### src/rtl/ufb_pkg.sv
// Constants shared by the frame format and baud rate configuration slice.
// Assumes a 32-bit AXI4-Lite register bus and a 50 MHz system clock.
package ufb_pkg;

	// ==========================================================
	// Register map (byte addresses, one aligned word each)
	localparam logic [7:0] UFB_ADDR_STATUS_A = 8'h00;
	localparam logic [7:0] UFB_ADDR_LINE_B = 8'h04;
	localparam logic [7:0] UFB_ADDR_FRAME = 8'h08;
	localparam logic [7:0] UFB_ADDR_DIV_LOW = 8'h0c;
	localparam logic [7:0] UFB_ADDR_DIV_HIGH = 8'h10;

	// ==========================================================
	// Reset values and writable masks
	localparam logic [7:0] UFB_RST_STATUS_A = 8'h00;
	localparam logic [7:0] UFB_RST_LINE_B = 8'h00;
	localparam logic [7:0] UFB_RST_FRAME = 8'h06;
	localparam logic [7:0] UFB_RST_DIV = 8'h00;
	localparam logic [7:0] UFB_MASK_STATUS_A = 8'h02;
	localparam logic [7:0] UFB_MASK_LINE_B = 8'hfd;
	localparam logic [7:0] UFB_MASK_FRAME = 8'h7f;
	localparam logic [7:0] UFB_MASK_DIV_HIGH = 8'h0f;

	// ==========================================================
	// Field positions
	localparam int UFB_BIT_DOUBLE_SPEED = 1;
	localparam int UFB_BIT_CHAR_SIZE_MSB = 2;
	localparam int UFB_BIT_RX_NINTH = 1;
	localparam int UFB_BIT_TX_NINTH = 0;
	localparam int UFB_BIT_SYNC_SELECT = 6;
	localparam int UFB_BIT_PARITY_HI = 5;
	localparam int UFB_BIT_PARITY_LO = 4;
	localparam int UFB_BIT_STOP = 3;
	localparam int UFB_BIT_SIZE_HI = 2;
	localparam int UFB_BIT_SIZE_LO = 1;
	localparam int UFB_BIT_POLARITY = 0;

	// ==========================================================
	// Character size codes and data bit counts
	localparam logic [2:0] UFB_CS_5 = 3'h0;
	localparam logic [2:0] UFB_CS_6 = 3'h1;
	localparam logic [2:0] UFB_CS_7 = 3'h2;
	localparam logic [2:0] UFB_CS_8 = 3'h3;
	localparam logic [2:0] UFB_CS_9 = 3'h7;
	localparam logic [3:0] UFB_BITS_5 = 4'h5;
	localparam logic [3:0] UFB_BITS_6 = 4'h6;
	localparam logic [3:0] UFB_BITS_7 = 4'h7;
	localparam logic [3:0] UFB_BITS_8 = 4'h8;
	localparam logic [3:0] UFB_BITS_9 = 4'h9;
	localparam logic [3:0] UFB_BITS_NONE = 4'h0;

	// ==========================================================
	// Baud divider ratios (in prescaler ticks) and widths
	localparam int UFB_DIV_W = 12;
	localparam logic [3:0] UFB_PHASE_NORMAL_LAST = 4'hf;
	localparam logic [3:0] UFB_PHASE_DOUBLE_LAST = 4'h7;

	// ==========================================================
	// AXI responses
	localparam logic [1:0] UFB_RESP_OKAY = 2'h0;
	localparam logic [1:0] UFB_RESP_SLVERR = 2'h2;

endpackage : ufb_pkg

### src/rtl/ufb_baud_prescaler.sv
// 12-bit down-counting baud prescaler, one tick per divisor+1 clocks.
// Assumes the reload strobe is a single-cycle pulse from the register file.
`timescale 1ns/10ps
`default_nettype none
module ufb_baud_prescaler import ufb_pkg::*; (
	input wire logic sys_clk_i,
	input wire logic rst_b_i,
	input wire logic reload_i,
	input wire logic [UFB_DIV_W-1:0] divisor_i,
	output logic tick_o
);
	logic [UFB_DIV_W-1:0] cnt_reg;
	logic [UFB_DIV_W-1:0] cnt_next;

	// ==========================================================
	// Counter: reload wins over the natural wrap, no frame awareness
	always_comb begin
		if (reload_i) begin
			cnt_next = divisor_i;
		end else if (cnt_reg == '0) begin
			cnt_next = divisor_i;
		end else begin
			cnt_next = cnt_reg - 1'b1;
		end
	end

	always_ff @(posedge sys_clk_i or negedge rst_b_i) begin
		if (!rst_b_i) begin
			cnt_reg <= '0;
		end else begin
			cnt_reg <= cnt_next;
		end
	end

	// Tick suppressed in the reload cycle so a new rate starts cleanly
	assign tick_o = (cnt_reg == '0) && !reload_i;

	// ==========================================================
	// Checks
	reload_loads_a: assert property (@(posedge sys_clk_i) disable iff (!rst_b_i)
		reload_i |=> cnt_reg == $past(divisor_i))
		else $error("prescaler did not load divisor on reload");
	tick_period_a: assert property (@(posedge sys_clk_i) disable iff (!rst_b_i)
		tick_o && !reload_i ##1 (!reload_i && $stable(divisor_i) && cnt_reg != '0)
		|-> !tick_o)
		else $error("prescaler ticked before count ran out");
endmodule : ufb_baud_prescaler
`default_nettype wire

### src/rtl/ufb_frame_baud_cfg.sv
// Frame format and baud rate configuration slice of a serial transceiver.
// Assumes an AXI4-Lite master and shifters that consume the strobes below.
//
// How it works
// - Size field 000..011 gives 5..8 bits, 111 gives 9, rest reserved.
// - Sync polarity 0: transmit changes on rising, sample on falling clock.
// - Divisor is 12 bits: high byte low nibble, then low byte.
// - A low byte write takes effect at once, even mid frame; a high byte write alone waits for the next prescaler wrap.
// - Low byte write reloads prescaler; high byte write alone does not.
// - Divisor zero gives oscillator/16 in asynchronous mode, or /8 in double speed; in sync mode the serial clock is oscillator/2.
// - Double speed in asynchronous mode divides by 8 instead of 16.
`timescale 1ns/10ps
`default_nettype none
module ufb_frame_baud_cfg import ufb_pkg::*; (
	input wire logic sys_clk_i,
	input wire logic rst_b_i,
	input wire logic [7:0] s_axi_awaddr,
	input wire logic s_axi_awvalid,
	output logic s_axi_awready,
	input wire logic [31:0] s_axi_wdata,
	input wire logic [3:0] s_axi_wstrb,
	input wire logic s_axi_wvalid,
	output logic s_axi_wready,
	output logic [1:0] s_axi_bresp,
	output logic s_axi_bvalid,
	input wire logic s_axi_bready,
	input wire logic [7:0] s_axi_araddr,
	input wire logic s_axi_arvalid,
	output logic s_axi_arready,
	output logic [31:0] s_axi_rdata,
	output logic [1:0] s_axi_rresp,
	output logic s_axi_rvalid,
	input wire logic s_axi_rready,
	input wire logic rx_ninth_bit_i,
	output logic [3:0] char_bits_o,
	output logic char_size_reserved_o,
	output logic sync_mode_o,
	output logic [1:0] parity_mode_o,
	output logic two_stop_o,
	output logic double_speed_o,
	output logic tx_ninth_bit_o,
	output logic bit_tick_o,
	output logic sample_tick_o,
	output logic tx_change_o,
	output logic rx_sample_o,
	output logic sync_serial_clock_o
);
	logic [7:0] status_a_reg, status_a_next;
	logic [7:0] line_b_reg, line_b_next;
	logic [7:0] frame_reg, frame_next;
	logic [7:0] div_low_reg, div_low_next;
	logic [7:0] div_high_reg, div_high_next;
	logic aw_held_reg, aw_held_next;
	logic w_held_reg, w_held_next;
	logic [7:0] awaddr_reg, awaddr_next;
	logic [7:0] wdata_reg, wdata_next;
	logic wstrb0_reg, wstrb0_next;
	logic bvalid_reg, bvalid_next;
	logic [1:0] bresp_reg, bresp_next;
	logic rvalid_reg, rvalid_next;
	logic [7:0] rdata_reg, rdata_next;
	logic [1:0] rresp_reg, rresp_next;
	logic [3:0] phase_reg, phase_next;
	logic sclk_reg, sclk_next;
	logic wr_fire, rd_fire, wr_mapped, rd_mapped, low_wr, presc_tick;
	logic [2:0] size_code;
	logic [3:0] phase_last;
	logic [11:0] divisor;
	logic [7:0] rd_word;

	// ==========================================================
	// Write channel: address and data taken in either order
	assign s_axi_awready = !aw_held_reg && !bvalid_reg;
	assign s_axi_wready = !w_held_reg && !bvalid_reg;
	assign wr_fire = aw_held_reg && w_held_reg && !bvalid_reg;
	assign wr_mapped = (awaddr_reg == UFB_ADDR_STATUS_A) || (awaddr_reg == UFB_ADDR_LINE_B)
		|| (awaddr_reg == UFB_ADDR_FRAME) || (awaddr_reg == UFB_ADDR_DIV_LOW)
		|| (awaddr_reg == UFB_ADDR_DIV_HIGH);

	always_comb begin
		aw_held_next = aw_held_reg;
		w_held_next = w_held_reg;
		awaddr_next = awaddr_reg;
		wdata_next = wdata_reg;
		wstrb0_next = wstrb0_reg;
		bvalid_next = bvalid_reg;
		bresp_next = bresp_reg;
		if (s_axi_awvalid && s_axi_awready) begin
			aw_held_next = 1'b1;
			awaddr_next = s_axi_awaddr;
		end
		if (s_axi_wvalid && s_axi_wready) begin
			w_held_next = 1'b1;
			wdata_next = s_axi_wdata[7:0];
			wstrb0_next = s_axi_wstrb[0];
		end
		if (wr_fire) begin
			aw_held_next = 1'b0;
			w_held_next = 1'b0;
			bvalid_next = 1'b1;
			bresp_next = wr_mapped ? UFB_RESP_OKAY : UFB_RESP_SLVERR;
		end else if (bvalid_reg && s_axi_bready) begin
			bvalid_next = 1'b0;
		end
	end

	always_ff @(posedge sys_clk_i or negedge rst_b_i) begin
		if (!rst_b_i) begin
			aw_held_reg <= 1'b0;
			w_held_reg <= 1'b0;
			awaddr_reg <= 8'h00;
			wdata_reg <= 8'h00;
			wstrb0_reg <= 1'b0;
			bvalid_reg <= 1'b0;
			bresp_reg <= UFB_RESP_OKAY;
		end else begin
			aw_held_reg <= aw_held_next;
			w_held_reg <= w_held_next;
			awaddr_reg <= awaddr_next;
			wdata_reg <= wdata_next;
			wstrb0_reg <= wstrb0_next;
			bvalid_reg <= bvalid_next;
			bresp_reg <= bresp_next;
		end
	end

	assign s_axi_bvalid = bvalid_reg;
	assign s_axi_bresp = bresp_reg;

	// ==========================================================
	// Register file; only byte lane 0 carries data
	always_comb begin
		status_a_next = status_a_reg;
		line_b_next = line_b_reg;
		frame_next = frame_reg;
		div_low_next = div_low_reg;
		div_high_next = div_high_reg;
		if (wr_fire && wstrb0_reg) begin
			case (awaddr_reg)
				UFB_ADDR_STATUS_A: status_a_next = wdata_reg & UFB_MASK_STATUS_A;
				UFB_ADDR_LINE_B: line_b_next = wdata_reg & UFB_MASK_LINE_B;
				UFB_ADDR_FRAME: frame_next = wdata_reg & UFB_MASK_FRAME;
				UFB_ADDR_DIV_LOW: div_low_next = wdata_reg;
				UFB_ADDR_DIV_HIGH: div_high_next = wdata_reg & UFB_MASK_DIV_HIGH;
				default: status_a_next = status_a_reg;
			endcase
		end
	end

	// Divisor bytes clear at reset
	always_ff @(posedge sys_clk_i or negedge rst_b_i) begin
		if (!rst_b_i) begin
			status_a_reg <= UFB_RST_STATUS_A;
			line_b_reg <= UFB_RST_LINE_B;
			frame_reg <= UFB_RST_FRAME;
			div_low_reg <= UFB_RST_DIV;
			div_high_reg <= UFB_RST_DIV;
		end else begin
			status_a_reg <= status_a_next;
			line_b_reg <= line_b_next;
			frame_reg <= frame_next;
			div_low_reg <= div_low_next;
			div_high_reg <= div_high_next;
		end
	end

	// ==========================================================
	// Read channel, data registered; unmapped reads answer SLVERR
	assign s_axi_arready = !rvalid_reg;
	assign rd_fire = s_axi_arvalid && !rvalid_reg;

	always_comb begin
		rd_mapped = 1'b1;
		case (s_axi_araddr)
			UFB_ADDR_STATUS_A: rd_word = status_a_reg;
			UFB_ADDR_LINE_B: rd_word = {line_b_reg[7:2], rx_ninth_bit_i, line_b_reg[0]};
			UFB_ADDR_FRAME: rd_word = frame_reg;
			UFB_ADDR_DIV_LOW: rd_word = div_low_reg;
			UFB_ADDR_DIV_HIGH: rd_word = div_high_reg & UFB_MASK_DIV_HIGH;
			default: begin
				rd_word = 8'h00;
				rd_mapped = 1'b0;
			end
		endcase
	end

	always_comb begin
		rvalid_next = rvalid_reg;
		rdata_next = rdata_reg;
		rresp_next = rresp_reg;
		if (rd_fire) begin
			rvalid_next = 1'b1;
			rdata_next = rd_word;
			rresp_next = rd_mapped ? UFB_RESP_OKAY : UFB_RESP_SLVERR;
		end else if (rvalid_reg && s_axi_rready) begin
			rvalid_next = 1'b0;
		end
	end

	always_ff @(posedge sys_clk_i or negedge rst_b_i) begin
		if (!rst_b_i) begin
			rvalid_reg <= 1'b0;
			rdata_reg <= 8'h00;
			rresp_reg <= UFB_RESP_OKAY;
		end else begin
			rvalid_reg <= rvalid_next;
			rdata_reg <= rdata_next;
			rresp_reg <= rresp_next;
		end
	end

	assign s_axi_rvalid = rvalid_reg;
	assign s_axi_rdata = {24'h000000, rdata_reg};
	assign s_axi_rresp = rresp_reg;

	// ==========================================================
	// Frame format decode, shared by receiver and transmitter
	assign size_code = {line_b_reg[UFB_BIT_CHAR_SIZE_MSB],
		frame_reg[UFB_BIT_SIZE_HI:UFB_BIT_SIZE_LO]};

	always_comb begin
		char_size_reserved_o = 1'b0;
		case (size_code)
			UFB_CS_5: char_bits_o = UFB_BITS_5;
			UFB_CS_6: char_bits_o = UFB_BITS_6;
			UFB_CS_7: char_bits_o = UFB_BITS_7;
			UFB_CS_8: char_bits_o = UFB_BITS_8;
			UFB_CS_9: char_bits_o = UFB_BITS_9;
			default: begin
				char_bits_o = UFB_BITS_NONE;
				char_size_reserved_o = 1'b1;
			end
		endcase
	end

	assign sync_mode_o = frame_reg[UFB_BIT_SYNC_SELECT];
	assign parity_mode_o = frame_reg[UFB_BIT_PARITY_HI:UFB_BIT_PARITY_LO];
	assign two_stop_o = frame_reg[UFB_BIT_STOP];
	assign tx_ninth_bit_o = line_b_reg[UFB_BIT_TX_NINTH];
	// Double speed is meaningless in synchronous mode, so it is gated off
	assign double_speed_o = status_a_reg[UFB_BIT_DOUBLE_SPEED] && !sync_mode_o;

	// ==========================================================
	// Baud generation: prescaler reload on low byte write only
	assign divisor = {div_high_reg[3:0], div_low_reg};
	assign low_wr = wr_fire && wstrb0_reg && (awaddr_reg == UFB_ADDR_DIV_LOW);

	ufb_baud_prescaler u_presc (
		.sys_clk_i(sys_clk_i),
		.rst_b_i(rst_b_i),
		.reload_i(low_wr),
		// Reload takes the byte being stored; a natural wrap uses the held divisor
		.divisor_i(low_wr ? {div_high_reg[3:0], wdata_reg} : divisor),
		.tick_o(presc_tick)
	);

	assign phase_last = double_speed_o ? UFB_PHASE_DOUBLE_LAST : UFB_PHASE_NORMAL_LAST;

	// Phase restarts on reload; frames in flight are not protected
	always_comb begin
		phase_next = phase_reg;
		sclk_next = sclk_reg;
		if (low_wr) begin
			phase_next = 4'h0;
			sclk_next = 1'b0;
		end else if (presc_tick) begin
			phase_next = (phase_reg >= phase_last) ? 4'h0 : phase_reg + 4'h1;
			sclk_next = sync_mode_o ? !sclk_reg : 1'b0;
		end
	end

	always_ff @(posedge sys_clk_i or negedge rst_b_i) begin
		if (!rst_b_i) begin
			phase_reg <= 4'h0;
			sclk_reg <= 1'b0;
		end else begin
			phase_reg <= phase_next;
			sclk_reg <= sclk_next;
		end
	end

	// Async: one bit per 16 or 8 ticks; sync: one bit per clock period
	assign sample_tick_o = presc_tick && !sync_mode_o;
	assign bit_tick_o = sample_tick_o && (phase_reg >= phase_last);
	assign sync_serial_clock_o = sclk_reg;
	// Polarity picks which clock edge drives and which samples
	always_comb begin
		if (!sync_mode_o) begin
			tx_change_o = bit_tick_o;
			rx_sample_o = 1'b0;
		end else if (!frame_reg[UFB_BIT_POLARITY]) begin
			tx_change_o = presc_tick && !sclk_reg;
			rx_sample_o = presc_tick && sclk_reg;
		end else begin
			tx_change_o = presc_tick && sclk_reg;
			rx_sample_o = presc_tick && !sclk_reg;
		end
	end

	// ==========================================================
	// Checks
	size_eight_a: assert property (@(posedge sys_clk_i) disable iff (!rst_b_i)
		size_code == UFB_CS_8 |-> char_bits_o == UFB_BITS_8 && !char_size_reserved_o)
		else $error("size code 011 not decoded as 8 bits");
	size_reserved_a: assert property (@(posedge sys_clk_i) disable iff (!rst_b_i)
		size_code[2] && size_code != UFB_CS_9 |-> char_size_reserved_o)
		else $error("reserved size code not flagged");
	sync_pol_edges_a: assert property (@(posedge sys_clk_i) disable iff (!rst_b_i)
		sync_mode_o && !frame_reg[UFB_BIT_POLARITY] && tx_change_o && !low_wr
		|=> $rose(sync_serial_clock_o))
		else $error("transmit change not on rising serial clock");
	div_high_read_a: assert property (@(posedge sys_clk_i) disable iff (!rst_b_i)
		rd_fire && s_axi_araddr == UFB_ADDR_DIV_HIGH |=> s_axi_rdata[7:4] == 4'h0)
		else $error("reserved divisor bits read nonzero");
	high_no_reload_a: assert property (@(posedge sys_clk_i) disable iff (!rst_b_i)
		wr_fire && awaddr_reg == UFB_ADDR_DIV_HIGH && !presc_tick
		|=> phase_reg == $past(phase_reg))
		else $error("high byte write disturbed the baud phase");
	low_reload_a: assert property (@(posedge sys_clk_i) disable iff (!rst_b_i)
		low_wr |=> phase_reg == 4'h0 && !sync_serial_clock_o)
		else $error("low byte write did not restart the baud divider");
	// Back-to-back prescaler ticks since the last bit tick; a write or a gap restarts it,
	// so a high byte write that leaves an old count running cannot trip the rate checks
	logic [3:0] rate_gap_reg, rate_gap_next;
	always_comb begin
		rate_gap_next = (bit_tick_o || wr_fire || !presc_tick) ? 4'h0 : rate_gap_reg + 4'h1;
	end
	always_ff @(posedge sys_clk_i or negedge rst_b_i) begin
		if (!rst_b_i) begin
			rate_gap_reg <= 4'h0;
		end else begin
			rate_gap_reg <= rate_gap_next;
		end
	end
	div_zero_normal_a: assert property (@(posedge sys_clk_i) disable iff (!rst_b_i)
		presc_tick && divisor == '0 && !sync_mode_o && !double_speed_o
		&& rate_gap_reg == UFB_PHASE_NORMAL_LAST |-> bit_tick_o)
		else $error("divisor zero did not give clock/16");
	div_zero_double_a: assert property (@(posedge sys_clk_i) disable iff (!rst_b_i)
		presc_tick && divisor == '0 && !sync_mode_o && double_speed_o
		&& rate_gap_reg == UFB_PHASE_DOUBLE_LAST |-> bit_tick_o)
		else $error("double speed did not give clock/8");
	reset_div_a: assert property (@(posedge sys_clk_i)
		$rose(rst_b_i) |-> divisor == '0)
		else $error("divisor not cleared by reset");

	sync_mode_c: cover property (@(posedge sys_clk_i) disable iff (!rst_b_i)
		sync_mode_o && rx_sample_o);
	nine_bit_c: cover property (@(posedge sys_clk_i) disable iff (!rst_b_i)
		char_bits_o == UFB_BITS_9);
	double_speed_c: cover property (@(posedge sys_clk_i) disable iff (!rst_b_i)
		double_speed_o && bit_tick_o);
	reload_c: cover property (@(posedge sys_clk_i) disable iff (!rst_b_i) low_wr);
endmodule : ufb_frame_baud_cfg
`default_nettype wire

### config.mk
export PLATFORM = sky130hd
export DESIGN_NAME = ufb_frame_baud_cfg
export DESIGN_NICKNAME = d
export VERILOG_FILES = /design/src/rtl/ufb_pkg.sv /design/src/rtl/ufb_baud_prescaler.sv /design/src/rtl/ufb_frame_baud_cfg.sv
export SDC_FILE = /design/constraint.sdc
export NUM_CORES = 1
export LEC_CHECK = 0
export BUFFER_PORTS_ARGS = -buffer_cell sky130_fd_sc_hd__buf_2
export CORE_MARGIN = 2
export CORE_UTILIZATION = 57
export CTS_BUF_LIST = sky130_fd_sc_hd__clkbuf_8
export CTS_CLUSTER_SIZE = 24
export DETAILED_ROUTE_END_ITERATION = 10
export GPL_TIMING_DRIVEN = 0
export PLACE_DENSITY_LB_ADDON = 0.2
export SLEW_MARGIN = 20
export SYNTH_ARGS = -nofsm -noshare
export SYNTH_HDL_FRONTEND = slang
export SYNTH_SLANG_ARGS = --single-unit
### constraint.sdc
create_clock -name sys_clk_i -period 6.2 [get_ports sys_clk_i]
set_input_delay 0.62 -clock sys_clk_i [delete_from_list [all_inputs] [get_ports sys_clk_i]]
set_output_delay 0.62 -clock sys_clk_i [all_outputs]
set_load 0.02 [all_outputs]
==> metrics.yaml <==
synthesis:
  synth_top_family_by_area: "simple AND/OR/NAND/NOR gates"
  synthCells: 357
  muxShareOfSynthArea_pct: 14.4
  synth_xor_area_share_pct: 2.08
  synth-simple-area-share_pct: 16.6
  synth_edf_count: 0
  yosysSeqAreaShare_pct: 49.5
  synth-compound-area-share_pct: 8.86
  synth.area.top_cells: "dfrtp_1 48%, mux2_2 13%, buf_4 5.5%"
  yosys-top-cells-count: "73 x dfrtp_1, 53 x nand2_1, 43 x mux2_2"
  synth_fa_ha_area_share_pct: 1.32
  synth_area_sq_um: 3800
  synth_top_area_share_pct: 48.1
  synthDistinctLibCells: 43
  synthArstFlopShare_pct: 100
  avgSynthCellArea_sq_um: 10.6
  synth-seq-cells: 75
  synth_ff_type: "dfrtp_1"
  synth_top_area_cell: "dfrtp_1"
  yosysWarnings: 0
  yosysMostFrequentCell: "dfrtp_1"
route:
  wirelength_microns: 7820
  drc: 0
  drt_iter0_drc: 166
  vias: 2875
  wl_per_cell_microns: 14.5
  postRouteAntennaNets: 0
  dr.pass1.iters: 4
  via_per_inst: 5.33
place:
  place_area_sq_um: 4330
  portBuffers: 63
  dp_slack_ps: 3560
  hpwl_microns: 5880
  gp_congestion: 0.811
final_layout:
  final_layout_size_suffix_gt1_share_pct: 35.7
  final_area_sq_um: 4520
  areaGrowthSynthToFinish_pct: 18.9
  fin_util_pct: 70.7
  fill_cells: 500
  finalNetCount: 521
  largest_register_ffs: 12
  antennaDiodeCount: 0
clocking:
  insertion_delay_ps: 340
  clock_sinks: 75
  cts_root_buffer: "clkbuf_8"
  clk_pin_slew_ps: 80
  tritoncts: "done"
  cts-hold-fix-buffers: 0
  htreeDepth: 3
  cts_buffers: 9
  post_cts_buffers: 0
  cts_buffer_depth: 2
  cts_resized: 0
sta:
  period_needed_ps: 2990
  hold_violations: 0
  tns_ps: 0
  rsz0062_at_grt: "false"
  setup_violations: 0
  skew_ps: 7.34
  period_share_pct: 48.3
  slew_headroom_pct: 60.4
  fin_ws_ps: 3210
  tightest_slew_ps: 590
  fmax_ghz: 0.334
  report.final.slew_viol_count: 0
power_and_ir_drop:
  pwr-share-seq_pct: 48.4
  combPwrFrac_pct: 30.8
  p_int_mw: 1.05
  pwr-share-clk_pct: 20.9
  peakVddDrop_mv: 0.312
  p_sw_mw: 0.592
  p_per_area_nw_per_um2: 364
  switching_share_pct: 36.0
  total_power_mw: 1.64
  power_leakage_nw: 2.29
setup_path:
  cp-start-kind: "register"
  cp_top_family: "simple AND/OR/NAND/NOR gates"
  cp-endpoint: "bit_tick_o"
  crit_chain: "inv_1 -> ha_1 -> nor3b_1 -> nand4_2 -> or2_2 -> nor3_1 -> buf_2"
  regToRegEndpoint: "phase_reg[2]"
  cp.required_ps: 5580
  reg2reg_depth: 6
  crit_fanout: 8
  critPathBufInv: 2
  arrival_ps: 2370
  cp.depth: 7
  slowest_delay_ps: 400
  crit_path_start: "u_presc.cnt_reg[0]"
  crit_type: "reg2out"
  slowest_stage: "dfrtp_1"
  r2r-start: "u_presc.cnt_reg[0]"
  reg2reg_slack_ps: 4010
  cp-end-kind: "primary output"
run:
  drv_cap: 0
floorplan:
  start_util_pct: 59.5
  io_pins: 117
  core_sq_um: 6390
  die_area_sq_um: 7330
  rows: 29
  die_h_microns: 85.6
  die_x_microns: 85.6
global_route:
  gr-total-overflow: 0
  antenna_found_initial: 0
  track_usage_pct: 22.8
  grt_max_degree: 55
  grt_pass1_vias: 2663
  grt_pass1_wl_microns: 13000
hold_path:
  hold_class: "in2async"
run_status:
  status: "completed"
[cells in the final DEF (no fill, tap or decap), types with 4 or more instances in the layout]
cell	n
mux2i_1	4
nand2_1	53
a22oi_1	7
dfrtp_1	73
nand3_1	6
ha_1	4
a21o_1	4
mux2_2	43
o21ai_0	24
clkbuf_1	8
buf_2	64
nor2b_1	5
nor3_1	5
a21oi_1	13
conb_1	26
xnor2_1	6
buf_4	29
inv_1	8
clkbuf_8	12
nor2_1	23
o31ai_1	5
[worst register-to-register path, stage by stage (launching register included)]
cell and delay [ps]:
dfrtp_1 400, inv_1 100, ha_1 160, nor3b_1 320, nand4_2 290, or4b_2 670, a21oi_1 160
[per-stage QoR]
step           hold slack (ps)  cells
6_report                   167    539
5_1_grt                    170    539
4_1_cts                    167    539
3_5_place_dp               461    523
3_3_place_gp               459    522
2_1_floorplan              324    382
[power by group through the flow]
stage                     logic [mW]  clock network [mW]  registers, mW
after global placement         0.483                   0          0.793
final                          0.505               0.342          0.795
after CTS                      0.507               0.349          0.793
after global routing           0.566               0.372          0.815
after floorplan                0.383                   0          0.767
after detailed placement       0.504                   0          0.802
[area by class of cell]
type | instances | area, sq um | area share, %
buffer | 38 | 250 | 5.54
tap | 77 | 96.3 | 2.13
multi-input combinational | 263 | 1740 | 38.5
inverter | 6 | 22.5 | 0.499
sequential | 75 | 1880 | 41.6
clock inverter | 4 | 17.5 | 0.388
timing repair buffer | 64 | 345 | 7.65
clock buffer | 12 | 165 | 3.66
[routing by layer]
layer | vias to the layer above | GRT usage, % | routed length, microns
li1 | 1400 | - | -
met5 | - | 0 | 0
met2 | 94 | 35.7 | 3740
met3 | 7 | 5.10 | 481
met4 | 0 | 6.06 | 88
met1 | 1374 | 32.4 | 3510
[logic make-up after synthesis]
group	count (synthesis)
AND/OR/NAND/NOR	119
flip-flops	75
AO/OA/AOI/OAI	57
multiplexers	48
buffers and inverters	44
XOR/XNOR	9
adder cells (fa/ha/maj)	4
other	1
[worst min-delay path by stage]
stage                        start              to  slack, ps
floorplan                  rst_b_i     aw_held_reg        320
global placement      rdata_reg[7]    rdata_reg[7]        460
detailed placement  s_axi_rresp[1]  s_axi_rresp[1]        460
CTS                        rst_b_i   awaddr_reg[0]        170
global route               rst_b_i   awaddr_reg[2]        170
finish                     rst_b_i  div_low_reg[6]        170
Power figures use the tool's default switching activity.
